<file path="src/hdl/scs_pkg.sv">
// Constants and types for the system clock switcher.
// Assumes one pclk domain and an APB master with 32-bit data.
`default_nettype none
package scs_pkg;
    // ------------------------------------------------------------------
    // Register map
    // ------------------------------------------------------------------
    localparam logic [7:0] SCS_OFF_CTRL     = 8'h00;
    localparam logic [7:0] SCS_OFF_KEY      = 8'h04;
    localparam logic [7:0] SCS_OFF_CFG      = 8'h08;
    localparam logic [7:0] SCS_OFF_IRQ_STAT = 8'h0C;
    localparam logic [7:0] SCS_OFF_IRQ_MASK = 8'h10;
    localparam logic [7:0] SCS_OFF_OSC_RUN  = 8'h14;
    // ------------------------------------------------------------------
    // Control register fields
    // ------------------------------------------------------------------
    localparam int SCS_CUR_LSB   = 12;
    localparam int SCS_NXT_LSB   = 8;
    localparam int SCS_LOCK_BIT  = 5;
    localparam int SCS_FAIL_BIT  = 3;
    localparam int SCS_SECONDARY_OSC_ENABLE_BIT = 1;
    localparam int SCS_REQ_BIT   = 0;
    // Configuration register bits.
    localparam int SCS_CFG_SWDIS_BIT = 0;
    localparam int SCS_CFG_WDT_BIT   = 1;
    localparam int SCS_CFG_FSM_BIT   = 2;
    // Unlock keys, written in order to the key register.
    localparam logic [31:0] SCS_KEY1 = 32'h0000_0057;
    localparam logic [31:0] SCS_KEY2 = 32'h0000_00AA;
    // Reset values.
    localparam logic [2:0] SCS_RST_SRC   = 3'h0;
    localparam logic [2:0] SCS_RST_CFG   = 3'h1;
    // Status bits: 0 done, 1 redundant abort.
    localparam int SCS_IRQ_W = 2;
    // Timing.
    localparam int SCS_SETTLE_CYCLES = 10;
    localparam int SCS_OST_CYCLES    = 1024;
    localparam int SCS_PLL_CYCLES    = 64;
    // ------------------------------------------------------------------
    // Source codes
    // ------------------------------------------------------------------
    typedef enum logic [2:0] {
        SCS_SRC_FRC    = 3'h0,
        SCS_SRC_FAST_RC_PLL_MODE = 3'h1,
        SCS_SRC_PRI    = 3'h2,
        SCS_SRC_PRIPLL = 3'h3,
        SCS_SRC_SEC    = 3'h4,
        SCS_SRC_LOW_POWER_RC_OSC   = 3'h5,
        SCS_SRC_DCO    = 3'h6,
        SCS_SRC_FRCDIV = 3'h7
    } scs_src_t;
    typedef struct packed {
        logic [2:0] cur;
        logic [2:0] nxt;
        logic       lock;
        logic       fail;
        logic       sec_en;
        logic       req;
    } scs_ctrl_t;
endpackage
`default_nettype wire

</file>
<file path="src/hdl/scs_switcher.sv">
// System clock source switcher with APB register access.
// Assumes oscillator models outside report ready levels in pclk domain.
`default_nettype none
module scs_switcher
    import scs_pkg::*;
(
    input  wire logic        pclk,
    input  wire logic        presetn,
    input  wire logic        psel,
    input  wire logic        penable,
    input  wire logic        pwrite,
    input  wire logic [7:0]  paddr,
    input  wire logic [31:0] pwdata,
    input  wire logic [3:0]  pstrb,
    output logic      [31:0] prdata,
    output logic             pready,
    output logic             pslverr,
    input  wire logic [4:0]  osc_ready_pin,
    input  wire logic        new_clk_pin,
    output logic      [4:0]  osc_enable,
    output logic      [2:0]  sys_clk_sel,
    output logic             cpu_stall,
    output logic             irq
);
    // ------------------------------------------------------------------
    // Input synchronisers
    // ------------------------------------------------------------------
    logic [5:0] sync1_reg;
    logic [5:0] sync2_reg;
    logic [5:0] sync3_reg;
    logic [5:0] stable_reg;
    always_ff @(posedge pclk or negedge presetn) begin
        if (!presetn) begin
            sync1_reg  <= 6'h00;
            sync2_reg  <= 6'h00;
            sync3_reg  <= 6'h00;
            stable_reg <= 6'h00;
        end else begin
            sync1_reg <= {new_clk_pin, osc_ready_pin};
            sync2_reg <= sync1_reg;
            sync3_reg <= sync2_reg;
            for (int i = 0; i < 6; i++) begin
                if (sync2_reg[i] == sync3_reg[i]) begin
                    stable_reg[i] <= sync3_reg[i];
                end
            end
        end
    end
    logic [4:0] osc_ready;
    logic       new_clk_s;
    logic       new_clk_d_reg;
    logic       new_clk_rise;
    assign osc_ready    = stable_reg[4:0];
    assign new_clk_s    = stable_reg[5];
    assign new_clk_rise = new_clk_s && !new_clk_d_reg;
    // ------------------------------------------------------------------
    // APB decode
    // ------------------------------------------------------------------
    logic apb_wr;
    logic apb_rd;
    logic hit;
    assign pready  = 1'b1;
    assign apb_wr  = psel && penable && pwrite;
    assign apb_rd  = psel && penable && !pwrite;
    assign hit     = (paddr == SCS_OFF_CTRL) || (paddr == SCS_OFF_KEY) ||
                     (paddr == SCS_OFF_CFG) || (paddr == SCS_OFF_IRQ_STAT) ||
                     (paddr == SCS_OFF_IRQ_MASK) || (paddr == SCS_OFF_OSC_RUN);
    assign pslverr = psel && penable && !hit;
    // ------------------------------------------------------------------
    // Unlock key sequence
    // ------------------------------------------------------------------
    typedef enum logic [1:0] {SCS_K_IDLE, SCS_K_HALF, SCS_K_OPEN} scs_key_t;
    scs_key_t key_reg;
    logic     ctrl_wr;
    assign ctrl_wr = apb_wr && (paddr == SCS_OFF_CTRL) && (key_reg == SCS_K_OPEN);
    always_ff @(posedge pclk or negedge presetn) begin
        if (!presetn) begin
            key_reg <= SCS_K_IDLE;
        end else if (apb_wr && paddr == SCS_OFF_KEY) begin
            if (pwdata == SCS_KEY1) begin
                key_reg <= SCS_K_HALF;
            end else if (pwdata == SCS_KEY2 && key_reg == SCS_K_HALF) begin
                key_reg <= SCS_K_OPEN;
            end else begin
                key_reg <= SCS_K_IDLE;
            end
        end else if (apb_wr) begin
            key_reg <= SCS_K_IDLE;
        end
    end
    // ------------------------------------------------------------------
    // Configuration and oscillator enables
    // ------------------------------------------------------------------
    logic [2:0] cfg_reg;
    logic       sw_enabled;
    assign sw_enabled = !cfg_reg[SCS_CFG_SWDIS_BIT];
    always_ff @(posedge pclk or negedge presetn) begin
        if (!presetn) begin
            cfg_reg <= SCS_RST_CFG;
        end else if (apb_wr && paddr == SCS_OFF_CFG && pstrb[0]) begin
            cfg_reg <= pwdata[2:0];
        end
    end
    // Oscillator index per source code: 0 pri, 1 sec, 2 frc, 3 dco, 4 low_power_rc_osc.
    function automatic logic [2:0] scs_osc_idx(input logic [2:0] src);
        unique case (src)
            SCS_SRC_PRI, SCS_SRC_PRIPLL: scs_osc_idx = 3'h0;
            SCS_SRC_SEC:                 scs_osc_idx = 3'h1;
            SCS_SRC_LOW_POWER_RC_OSC:                scs_osc_idx = 3'h4;
            SCS_SRC_DCO:                 scs_osc_idx = 3'h3;
            default:                     scs_osc_idx = 3'h2;
        endcase
    endfunction
    // ------------------------------------------------------------------
    // Switch sequencer
    // ------------------------------------------------------------------
    typedef enum logic [2:0] {
        SCS_S_IDLE, SCS_S_START, SCS_S_OST, SCS_S_PLL, SCS_S_SETTLE, SCS_S_SWAP
    } scs_state_t;
    scs_state_t state_reg;
    scs_ctrl_t  ctrl_reg;
    logic [10:0] timer_reg;
    logic [3:0]  settle_reg;
    logic        started_reg;
    logic [2:0]  new_idx;
    logic [2:0]  old_idx;
    logic        is_pll;
    logic        ev_done;
    logic        ev_abort;
    assign new_idx  = scs_osc_idx(ctrl_reg.nxt);
    assign old_idx  = scs_osc_idx(ctrl_reg.cur);
    assign is_pll   = (ctrl_reg.nxt == SCS_SRC_FAST_RC_PLL_MODE) || (ctrl_reg.nxt == SCS_SRC_PRIPLL);
    assign ev_done  = (state_reg == SCS_S_SWAP);
    assign ev_abort = (state_reg == SCS_S_IDLE) && ctrl_reg.req &&
                      (ctrl_reg.cur == ctrl_reg.nxt);
    assign cpu_stall = 1'b0;
    assign sys_clk_sel = ctrl_reg.cur;
    always_ff @(posedge pclk or negedge presetn) begin
        if (!presetn) begin
            state_reg <= SCS_S_IDLE;
        end else begin
            unique case (state_reg)
                SCS_S_IDLE: begin
                    if (ctrl_reg.req && ctrl_reg.cur != ctrl_reg.nxt) begin
                        state_reg <= SCS_S_START;
                    end
                end
                SCS_S_START: begin
                    if (started_reg && new_idx == 3'h0) begin
                        state_reg <= SCS_S_OST;
                    end else if (is_pll) begin
                        state_reg <= SCS_S_PLL;
                    end else if (osc_ready[new_idx]) begin
                        state_reg <= SCS_S_SETTLE;
                    end
                end
                SCS_S_OST: begin
                    if (timer_reg == 11'(SCS_OST_CYCLES) && osc_ready[new_idx]) begin
                        state_reg <= is_pll ? SCS_S_PLL : SCS_S_SETTLE;
                    end
                end
                SCS_S_PLL: begin
                    if (ctrl_reg.lock) begin
                        state_reg <= SCS_S_SETTLE;
                    end
                end
                SCS_S_SETTLE: begin
                    if (settle_reg == 4'(SCS_SETTLE_CYCLES)) begin
                        state_reg <= SCS_S_SWAP;
                    end
                end
                SCS_S_SWAP: state_reg <= SCS_S_IDLE;
                default: state_reg <= SCS_S_IDLE;
            endcase
        end
    end
    always_ff @(posedge pclk or negedge presetn) begin
        if (!presetn) begin
            timer_reg     <= 11'h000;
            settle_reg    <= 4'h0;
            new_clk_d_reg <= 1'b0;
        end else begin
            new_clk_d_reg <= new_clk_s;
            if (state_reg == SCS_S_OST || state_reg == SCS_S_PLL) begin
                if (timer_reg != 11'(SCS_OST_CYCLES)) begin
                    timer_reg <= timer_reg + 11'h001;
                end
            end else begin
                timer_reg <= 11'h000;
            end
            if (state_reg != SCS_S_SETTLE) begin
                settle_reg <= 4'h0;
            end else if (new_clk_rise) begin
                settle_reg <= settle_reg + 4'h1;
            end
        end
    end
    // Oscillator enable bits, one per oscillator; bit 2 is the fast RC.
    always_ff @(posedge pclk or negedge presetn) begin
        if (!presetn) begin
            osc_enable  <= 5'h04;
            started_reg <= 1'b0;
        end else begin
            if (state_reg == SCS_S_IDLE && ctrl_reg.req && ctrl_reg.cur != ctrl_reg.nxt) begin
                started_reg <= !osc_enable[new_idx];
                osc_enable[new_idx] <= 1'b1;
            end else if (state_reg == SCS_S_SWAP && old_idx != new_idx) begin
                if (!((old_idx == 3'h4) && (cfg_reg[SCS_CFG_WDT_BIT] || cfg_reg[SCS_CFG_FSM_BIT]))
                    && !((old_idx == 3'h1) && ctrl_reg.sec_en)) begin
                    osc_enable[old_idx] <= 1'b0;
                end
            end
            if (ctrl_reg.sec_en) begin
                osc_enable[1] <= 1'b1;
            end
        end
    end
    // ------------------------------------------------------------------
    // Control register
    // ------------------------------------------------------------------
    // Software may only raise the request through CTRL; hardware or the CFG switch-disable
    // bit ends it, so a stray zero written mid-switch cannot cut a sequence short.
    always_ff @(posedge pclk or negedge presetn) begin
        if (!presetn) begin
            ctrl_reg <= '{cur: SCS_RST_SRC, nxt: SCS_RST_SRC, lock: 1'b0,
                          fail: 1'b0, sec_en: 1'b0, req: 1'b0};
        end else begin
            if (ctrl_wr && pstrb[1] && sw_enabled) begin
                ctrl_reg.nxt <= pwdata[SCS_NXT_LSB +: 3];
            end
            if (ctrl_wr && pstrb[0]) begin
                ctrl_reg.sec_en <= pwdata[SCS_SECONDARY_OSC_ENABLE_BIT];
                if (pwdata[SCS_REQ_BIT] && sw_enabled) begin
                    ctrl_reg.req <= 1'b1;
                end
            end
            if (!sw_enabled) begin
                ctrl_reg.req <= 1'b0;
            end else if (ev_abort || ev_done) begin
                ctrl_reg.req <= 1'b0;
            end
            if (ev_done) begin
                ctrl_reg.cur <= ctrl_reg.nxt;
            end
            if (state_reg == SCS_S_IDLE && ctrl_reg.req && ctrl_reg.cur != ctrl_reg.nxt) begin
                ctrl_reg.lock <= 1'b0;
                ctrl_reg.fail <= 1'b0;
            end else if (state_reg == SCS_S_PLL && timer_reg >= 11'(SCS_PLL_CYCLES)
                         && osc_ready[new_idx]) begin
                ctrl_reg.lock <= 1'b1;
            end else if (ctrl_reg.cur != SCS_SRC_FAST_RC_PLL_MODE && ctrl_reg.cur != SCS_SRC_PRIPLL
                         && state_reg == SCS_S_IDLE) begin
                ctrl_reg.lock <= 1'b0;
            end
        end
    end
    // ------------------------------------------------------------------
    // Interrupts
    // ------------------------------------------------------------------
    logic [SCS_IRQ_W-1:0] stat_reg;
    logic [SCS_IRQ_W-1:0] mask_reg;
    always_ff @(posedge pclk or negedge presetn) begin
        if (!presetn) begin
            stat_reg <= '0;
            mask_reg <= '0;
        end else begin
            if (apb_wr && paddr == SCS_OFF_IRQ_MASK) begin
                mask_reg <= pwdata[SCS_IRQ_W-1:0];
            end
            // Set wins over a simultaneous write-one clear.
            stat_reg <= (stat_reg & ~((apb_wr && paddr == SCS_OFF_IRQ_STAT) ?
                        pwdata[SCS_IRQ_W-1:0] : 2'h0)) | {ev_abort, ev_done};
        end
    end
    assign irq = |(stat_reg & mask_reg);
    // ------------------------------------------------------------------
    // Read data
    // ------------------------------------------------------------------
    always_ff @(posedge pclk or negedge presetn) begin
        if (!presetn) begin
            prdata <= 32'h0000_0000;
        end else if (psel && !penable && !pwrite) begin
            prdata <= 32'h0000_0000;
            unique case (paddr)
                SCS_OFF_CTRL: begin
                    prdata[SCS_CUR_LSB +: 3] <= ctrl_reg.cur;
                    prdata[SCS_NXT_LSB +: 3] <= ctrl_reg.nxt;
                    prdata[SCS_LOCK_BIT]     <= ctrl_reg.lock;
                    prdata[SCS_FAIL_BIT]     <= ctrl_reg.fail;
                    prdata[SCS_SECONDARY_OSC_ENABLE_BIT]   <= ctrl_reg.sec_en;
                    prdata[SCS_REQ_BIT]      <= ctrl_reg.req;
                end
                SCS_OFF_CFG:      prdata[2:0] <= cfg_reg;
                SCS_OFF_IRQ_STAT: prdata[SCS_IRQ_W-1:0] <= stat_reg;
                SCS_OFF_IRQ_MASK: prdata[SCS_IRQ_W-1:0] <= mask_reg;
                SCS_OFF_OSC_RUN:  prdata[4:0] <= osc_enable;
                default:          prdata <= 32'h0000_0000;
            endcase
        end
    end
    // ------------------------------------------------------------------
    // Assertions
    // ------------------------------------------------------------------
    property p_abort_clears;
        @(posedge pclk) disable iff (!presetn)
        ev_abort |=> !ctrl_reg.req && state_reg == SCS_S_IDLE;
    endproperty
    a_abort_clears: assert property (p_abort_clears) else $error("redundant request kept");
    property p_flags_cleared;
        @(posedge pclk) disable iff (!presetn)
        (state_reg == SCS_S_IDLE && $rose(state_reg == SCS_S_START)) or
        (state_reg == SCS_S_START && $past(state_reg) == SCS_S_IDLE)
            |-> !ctrl_reg.lock && !ctrl_reg.fail;
    endproperty
    a_flags_cleared: assert property (p_flags_cleared) else $error("lock or fail not cleared");
    property p_enable_new;
        @(posedge pclk) disable iff (!presetn)
        state_reg == SCS_S_START |-> osc_enable[new_idx];
    endproperty
    a_enable_new: assert property (p_enable_new) else $error("new oscillator off");
    property p_ost_wait;
        @(posedge pclk) disable iff (!presetn)
        state_reg == SCS_S_OST && timer_reg != 11'(SCS_OST_CYCLES) |=> state_reg == SCS_S_OST;
    endproperty
    a_ost_wait: assert property (p_ost_wait) else $error("startup timer skipped");
    property p_pll_wait;
        @(posedge pclk) disable iff (!presetn)
        state_reg == SCS_S_PLL && !ctrl_reg.lock |=> state_reg == SCS_S_PLL;
    endproperty
    a_pll_wait: assert property (p_pll_wait) else $error("left pll wait unlocked");
    property p_settle_ten;
        @(posedge pclk) disable iff (!presetn)
        state_reg == SCS_S_SWAP |-> $past(settle_reg) == 4'(SCS_SETTLE_CYCLES);
    endproperty
    a_settle_ten: assert property (p_settle_ten) else $error("settle count wrong");
    property p_swap_done;
        @(posedge pclk) disable iff (!presetn)
        state_reg == SCS_S_SWAP |=> !ctrl_reg.req && ctrl_reg.cur == $past(ctrl_reg.nxt);
    endproperty
    a_swap_done: assert property (p_swap_done) else $error("swap not completed");
    property p_disabled_req;
        @(posedge pclk) disable iff (!presetn)
        !sw_enabled |=> !ctrl_reg.req;
    endproperty
    a_disabled_req: assert property (p_disabled_req) else $error("request while disabled");
    property p_low_power_rc_osc_kept;
        @(posedge pclk) disable iff (!presetn)
        state_reg == SCS_S_SWAP && old_idx == 3'h4 && cfg_reg[SCS_CFG_WDT_BIT]
            |=> osc_enable[4];
    endproperty
    a_low_power_rc_osc_kept: assert property (p_low_power_rc_osc_kept) else $error("low power rc stopped");
    property p_c_switch;
        @(posedge pclk) disable iff (!presetn)
        state_reg == SCS_S_SETTLE ##[1:300] state_reg == SCS_S_SWAP;
    endproperty
    c_switch: cover property (p_c_switch);
    c_abort: cover property (@(posedge pclk) disable iff (!presetn) ev_abort);
    c_pll: cover property (@(posedge pclk) disable iff (!presetn) state_reg == SCS_S_PLL);
endmodule // scs_switcher
`default_nettype wire

</file>
<file path="config.mk">
export PLATFORM = sky130hd
export DESIGN_NAME = scs_switcher
export DESIGN_NICKNAME = d
export VERILOG_FILES = /design/src/hdl/scs_pkg.sv /design/src/hdl/scs_switcher.sv
export SDC_FILE = /design/constraint.sdc
export NUM_CORES = 1
export LEC_CHECK = 0
export BUFFER_PORTS_ARGS = -buffer_cell sky130_fd_sc_hd__buf_2
export CAP_MARGIN = 20
export CORE_ASPECT_RATIO = 1.75
export CORE_MARGIN = 1
export CORE_UTILIZATION = 50
export DETAILED_ROUTE_END_ITERATION = 7
export PLACE_DENSITY = 0.73
export SKIP_CTS_REPAIR_TIMING = 1
export SLEW_MARGIN = 15
export SYNTH_ARGS = -nofsm -noshare
export SYNTH_HDL_FRONTEND = slang
export SYNTH_SLANG_ARGS = --single-unit
</file>
<file path="constraint.sdc">
create_clock -name pclk -period 2.55 [get_ports pclk]
set_input_delay 0.51 -clock pclk [delete_from_list [all_inputs] [get_ports pclk]]
set_output_delay 0.51 -clock pclk [all_outputs]
set_load 0.1 [all_outputs]
</file>
==> results of run 1 <==
## worst reg2reg max path: cells and delay by family (launching register included)
kind	cells	cell delay (ns)
compound gates	3	0.64
buf+inv	1	0.25
flops	1	0.56
mux	1	0.35
simple gates	1	0.14
## per-layer routing
layer  part of all wire (%)  vias to the layer above
li1                       -                     1468
met3                    3.9                       28
met2                     55                      106
met1                     37                     1508
met4                    4.2                        0
met5                      0                        -
## placed cells by master (no fill, tap or decap), types with 9 or more instances in the layout
| master | instances |
|---|---|
| sky130_fd_sc_hd__conb_1 | 22 |
| sky130_fd_sc_hd__o21ai_0 | 9 |
| sky130_fd_sc_hd__a21oi_1 | 10 |
| sky130_fd_sc_hd__nand3_1 | 18 |
| sky130_fd_sc_hd__nor3_1 | 13 |
| sky130_fd_sc_hd__inv_1 | 10 |
| sky130_fd_sc_hd__nand2_1 | 33 |
| sky130_fd_sc_hd__clkbuf_16 | 9 |
| sky130_fd_sc_hd__nor2_1 | 32 |
| sky130_fd_sc_hd__mux2_2 | 9 |
| sky130_fd_sc_hd__nand4_1 | 9 |
| sky130_fd_sc_hd__dfrtp_1 | 77 |
| sky130_fd_sc_hd__buf_2 | 73 |
## logic make-up (layout without fill, tap and decap cells)
logic type	count (synthesis)	count (layout)	synth area share (%)
xor+xnor	15	15	3.29
buf+inv	51	108	7.48
mux	20	20	5.44
simple gates	150	150	20.0
fa+ha+maj	10	10	2.75
flops	79	79	49.5
compound gates	60	60	11.4
other cells	2	22	0.188
## path summary, 6_finish.rpt
| kind | start | end | slack, ns | cells past startpoint |
|---|---|---|---|---|
| setup / recovery | paddr[5] | pslverr | 0.35 | 5 |
| hold / removal | presetn | stable_reg[5] | 0.09 | 1 |
| setup reg to reg | ctrl_reg[6] | state_reg[1] | 0.50 | 6 |
| hold reg to reg | sync1_reg[2] | sync2_reg[2] | 0.35 | 0 |
| max in group asynchronous | presetn | osc_enable[2] | 1.82 | 2 |
| min in group pclk | osc_ready_pin[1] | sync1_reg[1] | 0.28 | 1 |
## report_power, final
group	switching (W)	internal (W)	total, W
registers	0.0000143	0.00128	0.00130
logic	0.000219	0.0000553	0.000274
clock network	0.000476	0.000781	0.00126
## per-stage QoR
stage | total power [W] | util [%] | cells | hold slack, ns | worst slack, ns
after floorplan | 0.00153 | - | 407 | 0.214 | 0.322
after global placement | 0.00159 | 57.0 | 536 | 0.333 | 0.330
after detailed placement | 0.00159 | 57.0 | 536 | 0.335 | 0.293
after CTS | 0.00285 | 60.8 | 552 | 0.0920 | 0.352
after global routing | 0.00293 | 60.8 | 552 | 0.115 | 0.308
final | 0.00283 | 60.8 | 552 | 0.0859 | 0.351
## layout make-up
| class | instances | area (µm²) | share of cell area [%] |
|---|---|---|---|
| inverters | 10 | 37.5 | 0.805 |
| clock buffers | 12 | 246 | 5.28 |
| multi-input cells | 277 | 1800 | 38.6 |
| repair buffers | 82 | 445 | 9.55 |
| well taps | 88 | 110 | 2.36 |
| flip-flops and latches | 79 | 1980 | 42.4 |
| clock inverters | 4 | 47.5 | 1.02 |
==> results.txt, run 1 <==
The starting utilization of the core area is 52.1%. The number of rows in the core area is 42. The cell count after synthesis came out at just under 400. The core region is 7670 µm². TritonCTS built the clock tree. Yosys printed 0 warnings. The normalized max-slew margin is 63.3%. The maximum clock path buffer count is 2.

The synthesized netlist contains 62 unique library cells. The most used flip-flop cell after synthesis is sky130_fd_sc_hd__dfrtp_1. The worst setup path is launched from a primary input. Setup repair after global routing left no endpoint under its margin. Clock-pin slew was measured on the worst setup and hold paths at 0.06 ns. The number of flip-flops and latches in the synthesized netlist is 79. The post-route DRC violation count is 0.

The dominant cell type by area after synthesis is sky130_fd_sc_hd__dfrtp_1. The wire length of the first global-routing pass is 14.9 mm. The total placed instance area came out at ~4400 µm². The slowest stage of the critical path is the sky130_fd_sc_hd__or3_1 cell. Summed over all layers, the global routing overflow is 0.

The maximum fanout along the worst path came out at 5. The count of pins on the block boundary is 99. The worst clock skew came out at 0.00569 ns.

The flow ran to the end, and the final reports show no timing, DRC or antenna violations. The met3 layer usage reported by global route came out at 5.08%. The slew at the pin closest to its max-slew limit is 0.547 ns.

After detailed routing, the average wire length per cell comes to 16.2 µm. The global routing stage identified its most utilized layer as met2. The worst vdd rail ir drop is around 0.38 mV.

The cell class contributing the biggest share of worst-path delay is simple AND/OR/NAND/NOR gates. The number of iterations in the first detailed-routing pass is 4. The most numerous cell type found on the critical path is sky130_fd_sc_hd__buf_2. The number of endpoints failing setup at the final stage came out at 0. The final-layout fill cell count came out at 635. The total number of clock tree sinks came out at between 70 and 80. The area fraction of the dominant cell type after synthesis came out at 48.2%. The die area came out at 8370 µm². The global-route track usage on met1 came out at 23.6%. The share of the clock period used by the worst path is 86.2%. The number of nets with antenna violations after routing came out at 0.

The final net count is 518. Among all cell types in the netlist, the one instantiated most often is sky130_fd_sc_hd__dfrtp_1. Entering global routing, the biggest net connects 53 pins. The per-instance average area after synthesis came out at ~10 µm². The static power due to leakage came out at approximately 2.2 nW. The worst setup path is of the primary input to primary output kind.

In this run the clock root is driven by a sky130_fd_sc_hd__clkbuf_16. The data required time at the worst endpoint is 2.04 ns. The diode insertion count for antenna repair is 0. The setup TNS is 0 ns.

The number of flops mapped to enable cells by yosys is 0. The TritonCTS buffer count is 9. After the first detailed-routing iteration, the DRC count stood at 125.

From synthesis to final layout, the design area changed by 16.7%. The signal on the critical path passes through buf_2 > or3_1 > nor3_1 > a21oi_2 > buf_2. By count the netlist is led by sky130_fd_sc_hd__dfrtp_1 (77), sky130_fd_sc_hd__nand2_1 (33), sky130_fd_sc_hd__nor2_1 (32). The total buffers and inverters traversed by the critical path is 2.

The final-report hold violation count is 0. The worst hold-check path type is primary input to asynchronous set/reset pin. The all-layer global routing usage came out at roughly a quarter.

Power spread over the standard cell area amounts to 606 nW/µm². The longest individual stage delay on the worst path came out at roughly 0.44 ns. The met2 usage came out at 43.0%. The count of buffers inserted at the top-level ports is 74.

The combined area of all synthesized cells came out at 4000 µm². The final design area excluding fillers is ~4700 µm². The time the worst path needs with I/O delays and setup is 2.20 ns. The maximum operating frequency came out at 455 MHz. The floorplan die width came out at 69.6 µm. The number of antenna violations at the first check in global routing was 0. The H-tree generated during clock tree synthesis spans 3 levels. The share of the yosys chip area belonging to registers came out at 49.5%. The fraction of synthesis flops using an asynchronous set or reset pin came out at 100%. The number of vias per cell came out at between 5 and 6. The number of global-route vias before repair is between 3000 and 4000. The final count of pins violating max slew was 0. The register with the most flip-flops in the layout has 12 of them. The number of vias after detailed routing is ~3100. The detailed-route wire length came out at 8.96 mm. The clock insertion delay at the later pin of the skew report came out at 0.33 ns. Cells with a size suffix above 1 make up 25.9% of the layout. Data on the critical path arrives at its endpoint at between 1.5 and 2 ns.

The sum of net half-perimeters after detailed placement came out at 6.79 mm. The tool flagged a number of max-cap violations equal to 0. STA classifies the critical path endpoint as a primary output. The die is 120 µm tall. Routability-driven placement finished with a final weighted congestion of between 0.8 and 0.9. After synthesis, the cell types taking the most area are sky130_fd_sc_hd__dfrtp_1 (48%), sky130_fd_sc_hd__buf_4 (5.1%), sky130_fd_sc_hd__nand2_1 (3.1%).
Note: power is estimated with default switching activity, not from simulation.
==> run 2, diff against run 1 <==
--- a/config.mk
+++ b/config.mk
@@ -5,7 +5,7 @@
 export SDC_FILE = /design/constraint.sdc
 export NUM_CORES = 1
 export LEC_CHECK = 0
-export BUFFER_PORTS_ARGS = -buffer_cell sky130_fd_sc_hd__buf_2
+export BUFFER_PORTS_ARGS = -buffer_cell sky130_fd_sc_hd__clkbuf_2
 export CAP_MARGIN = 20
 export CORE_ASPECT_RATIO = 1.75
 export CORE_MARGIN = 1
==> results.txt, run 2 (same netlist as run 1, synthesis figures left out) <==
The data required time at the worst endpoint is 2.04 ns (about the same). The sum of net half-perimeters after detailed placement came to 6.70 mm (was 6.79 mm). The maximum clock path buffer count came out at 2 (unchanged). Cells along the critical path: clkbuf_2 > or3_1 > nor3_1 > a21oi_2 > buf_12 (was buf_2 > or3_1 > nor3_1 > a21oi_2 > buf_2). The worst reg2reg path startpoint is ctrl_reg[6] (unchanged).

The slew at the pin closest to its max-slew limit is 0.572 ns (was 0.547 ns). The most frequent standard cell in the layout excluding fill and tap cells is sky130_fd_sc_hd__dfrtp_1 (unchanged). The maximum fanout along the worst path is 5 (unchanged). The static power due to leakage came out at 2.18 nW (was 2.19 nW). The combined area of the multi-input logic cells came out at 1800 µm² (unchanged). The power density normalized to cell area is 627 nW/µm² (was 606 nW/µm²). The floorplan die width was 69.6 µm (unchanged). The total placed instance area came out at 4360 µm² (was 4370 µm²). The H-tree depth came out at 3 (unchanged).

The starting utilization of the core area is 52.1% (unchanged). The detailed-route wire length came to 9.07 mm (was 8.96 mm). The share of the clock period used by the worst path is 89.1% (was 86.2%).

The master cell of the clock root buffer is sky130_fd_sc_hd__clkbuf_16 (unchanged). The maximum operating frequency came out at 440 MHz (was 455 MHz). The proportion of total power due to net switching was 25.1% (about the same). The kind of launch point of the worst setup path is a primary input (unchanged). The number of flip-flops under the largest register name came out at 12 (unchanged). The count of pins on the block boundary came out at 99 (unchanged). The met2 usage was 42.3% (was 43.0%). The global routing's busiest layer is met2 (unchanged). The worst clock skew came to 0.00588 ns (was 0.00569 ns). The time the worst path needs with I/O delays and setup came out at 2.27 ns (was 2.20 ns). The global-route track usage on met1 is 23.2% (was 23.6%). The share of power burned in combinational logic came out at 9.5% (was 9.7%). The internal reg-to-reg setup slack was 0.50 ns (about the same).

The largest net degree at the start of global routing is 46 (was 53). The total number of clock tree sinks is 79 (unchanged). The final net count came out at 515 (was 518). The setup TNS came out at 0 ns (unchanged). The arrival time of the worst setup path was 1.76 ns (was 1.69 ns). The type of the worst setup path is primary input to primary output (unchanged).

The post-route worst hold slack came out at 0.174 ns (was 0.0859 ns). The worst reg2reg path depth came out at 6 (unchanged). The DRC marker count from the first detailed-route iteration came out at 127 (was 125).

The critical path launch point was paddr[5] (unchanged). The routed length per instance is 16.5 µm (was 16.2 µm). The final count of pins violating max slew is 0 (unchanged). The floorplan core area came to 7670 µm² (unchanged). The clock insertion delay at the later pin of the skew report came to 0.34 ns (was 0.33 ns). The proportion of power drawn by the clock network is 46.4% (was 44.5%). The cell depth of the worst setup path came out at 5 (unchanged). The layout cell share with drive strength beyond 1 came out at 25.4% (was 25.9%).

The endpoint of the most critical register-to-register path is state_reg[1] (unchanged). The end point of the critical path is pslverr (unchanged). The CTS tree is done (unchanged). The area growth from synthesis to layout came out at 17.1% (was 16.7%). The final design area excluding fillers came out at 4680 µm² (was 4670 µm²). The number of endpoints failing setup at the final stage came out at 0 (unchanged). The total buffers and inverters traversed by the critical path was 2 (unchanged). The number of rows in the core area was 42 (unchanged). The number of iterations in the first detailed-routing pass came to 4 (unchanged). The switching power is 0.000738 W (was 0.000709 W). The diode insertion count for antenna repair came out at 0 (unchanged). The number of nets with antenna violations after routing is 0 (unchanged). The final-layout fill cell count came out at 639 (was 635). The cell internal power dissipation was 0.00220 W (was 0.00212 W).

The longest individual stage delay on the worst path was 0.44 ns (about the same). The weighted congestion at the end of routability-driven global placement is 0.814 (about the same). Leading cell types in the layout, fill and taps excluded: sky130_fd_sc_hd__dfrtp_1 (77), sky130_fd_sc_hd__clkbuf_2 (72), sky130_fd_sc_hd__nand2_1 (33) (was sky130_fd_sc_hd__dfrtp_1 (77), sky130_fd_sc_hd__buf_2 (73), sky130_fd_sc_hd__nand2_1 (33)). The die height is 120 µm (unchanged). The sequential power share is 44.1% (was 45.8%). The placed instance count is 533 (was 536). The number of vias per cell is 5.65 (was 5.63). The worst hold-check path type is primary input to asynchronous set/reset pin (unchanged).

The number of cells in the finished layout apart from fillers is 549 (was 552). The final-report hold violation count came out at 0 (unchanged). The post-route DRC violation count came out at 0 (unchanged).

The TritonCTS buffer count came out at 9 (unchanged). The wire length of the first global-routing pass came to 14.8 mm (was 14.9 mm). The number of vias after detailed routing was 3103 (was 3110).

The worst vdd rail ir drop came out at 0.504 mV (was 0.379 mV). The slowest stage cell on the critical path was sky130_fd_sc_hd__or3_1 (unchanged). The number of global-route vias before repair is 3152 (was 3153). The clock-pin slew of the registers on the worst-case setup and hold paths is 0.06 ns (about the same). The die area is 8370 µm² (unchanged). The endpoint type of the worst setup path is a primary output (unchanged).

The number of antenna violations at the first check in global routing was 0 (unchanged). The sequential cell area is 1980 µm² (unchanged). The cell class contributing the biggest share of worst-path delay was simple AND/OR/NAND/NOR gates (unchanged). The normalized max-slew margin is 61.9% (was 63.3%). The met3 layer usage reported by global route came out at 5.17% (was 5.08%). Run status: completed (unchanged). The max-cap violation count came to 0 (unchanged). The all-layer global routing usage is 22.9% (was 23.3%).

The global route total overflow is 0 (unchanged). RSZ-0062 raised after global routing: no (unchanged). The count of buffers inserted at the top-level ports is 74 (unchanged).
==> run 2: layer usage <==
metal | part of all wire, % | up-vias
met1 | 37 | 1506
li1 | - | 1466
met3 | 4.0 | 28
met4 | 3.6 | 0
met5 | 0 | -
met2 | 55 | 103
==> run 2: power groups by stage <==
stage               combinational [W]  clock [W]  sequential (W)
floorplan                    0.000218          0         0.00131
global placement             0.000276          0         0.00132
detailed placement           0.000279          0         0.00132
CTS                          0.000279    0.00137         0.00130
global route                 0.000296    0.00142         0.00130
finish                       0.000278    0.00136         0.00130
==> run 2: worst min-delay path by stage <==
stage                               end  depth (start not counted)
after floorplan              cfg_reg[1]                          0
after global placement     sync2_reg[4]                          0
after detailed placement   sync2_reg[1]                          0
after CTS                 new_clk_d_reg                          1
after global routing      settle_reg[0]                          1
final                      sync1_reg[5]                          1
==> run 2: layout make-up <==
type	count	area share, %
flip-flops and latches	79	42.3
multi-input cells	277	38.4
repair buffers	79	9.36
clock buffers	11	4.97
well taps	88	2.35
clock inverters	5	1.79
inverters	10	0.802
==> run 2: metrics by stage <==
step           setup WS [ns]  total power [W]  utilization [%]
3_3_place_gp           0.310          0.00159             56.9
4_1_cts                0.265          0.00295             61.0
5_1_grt                0.172          0.00301             61.0
6_report               0.277          0.00294             61.0
3_5_place_dp           0.268          0.00160             56.9
2_1_floorplan          0.322          0.00153                -
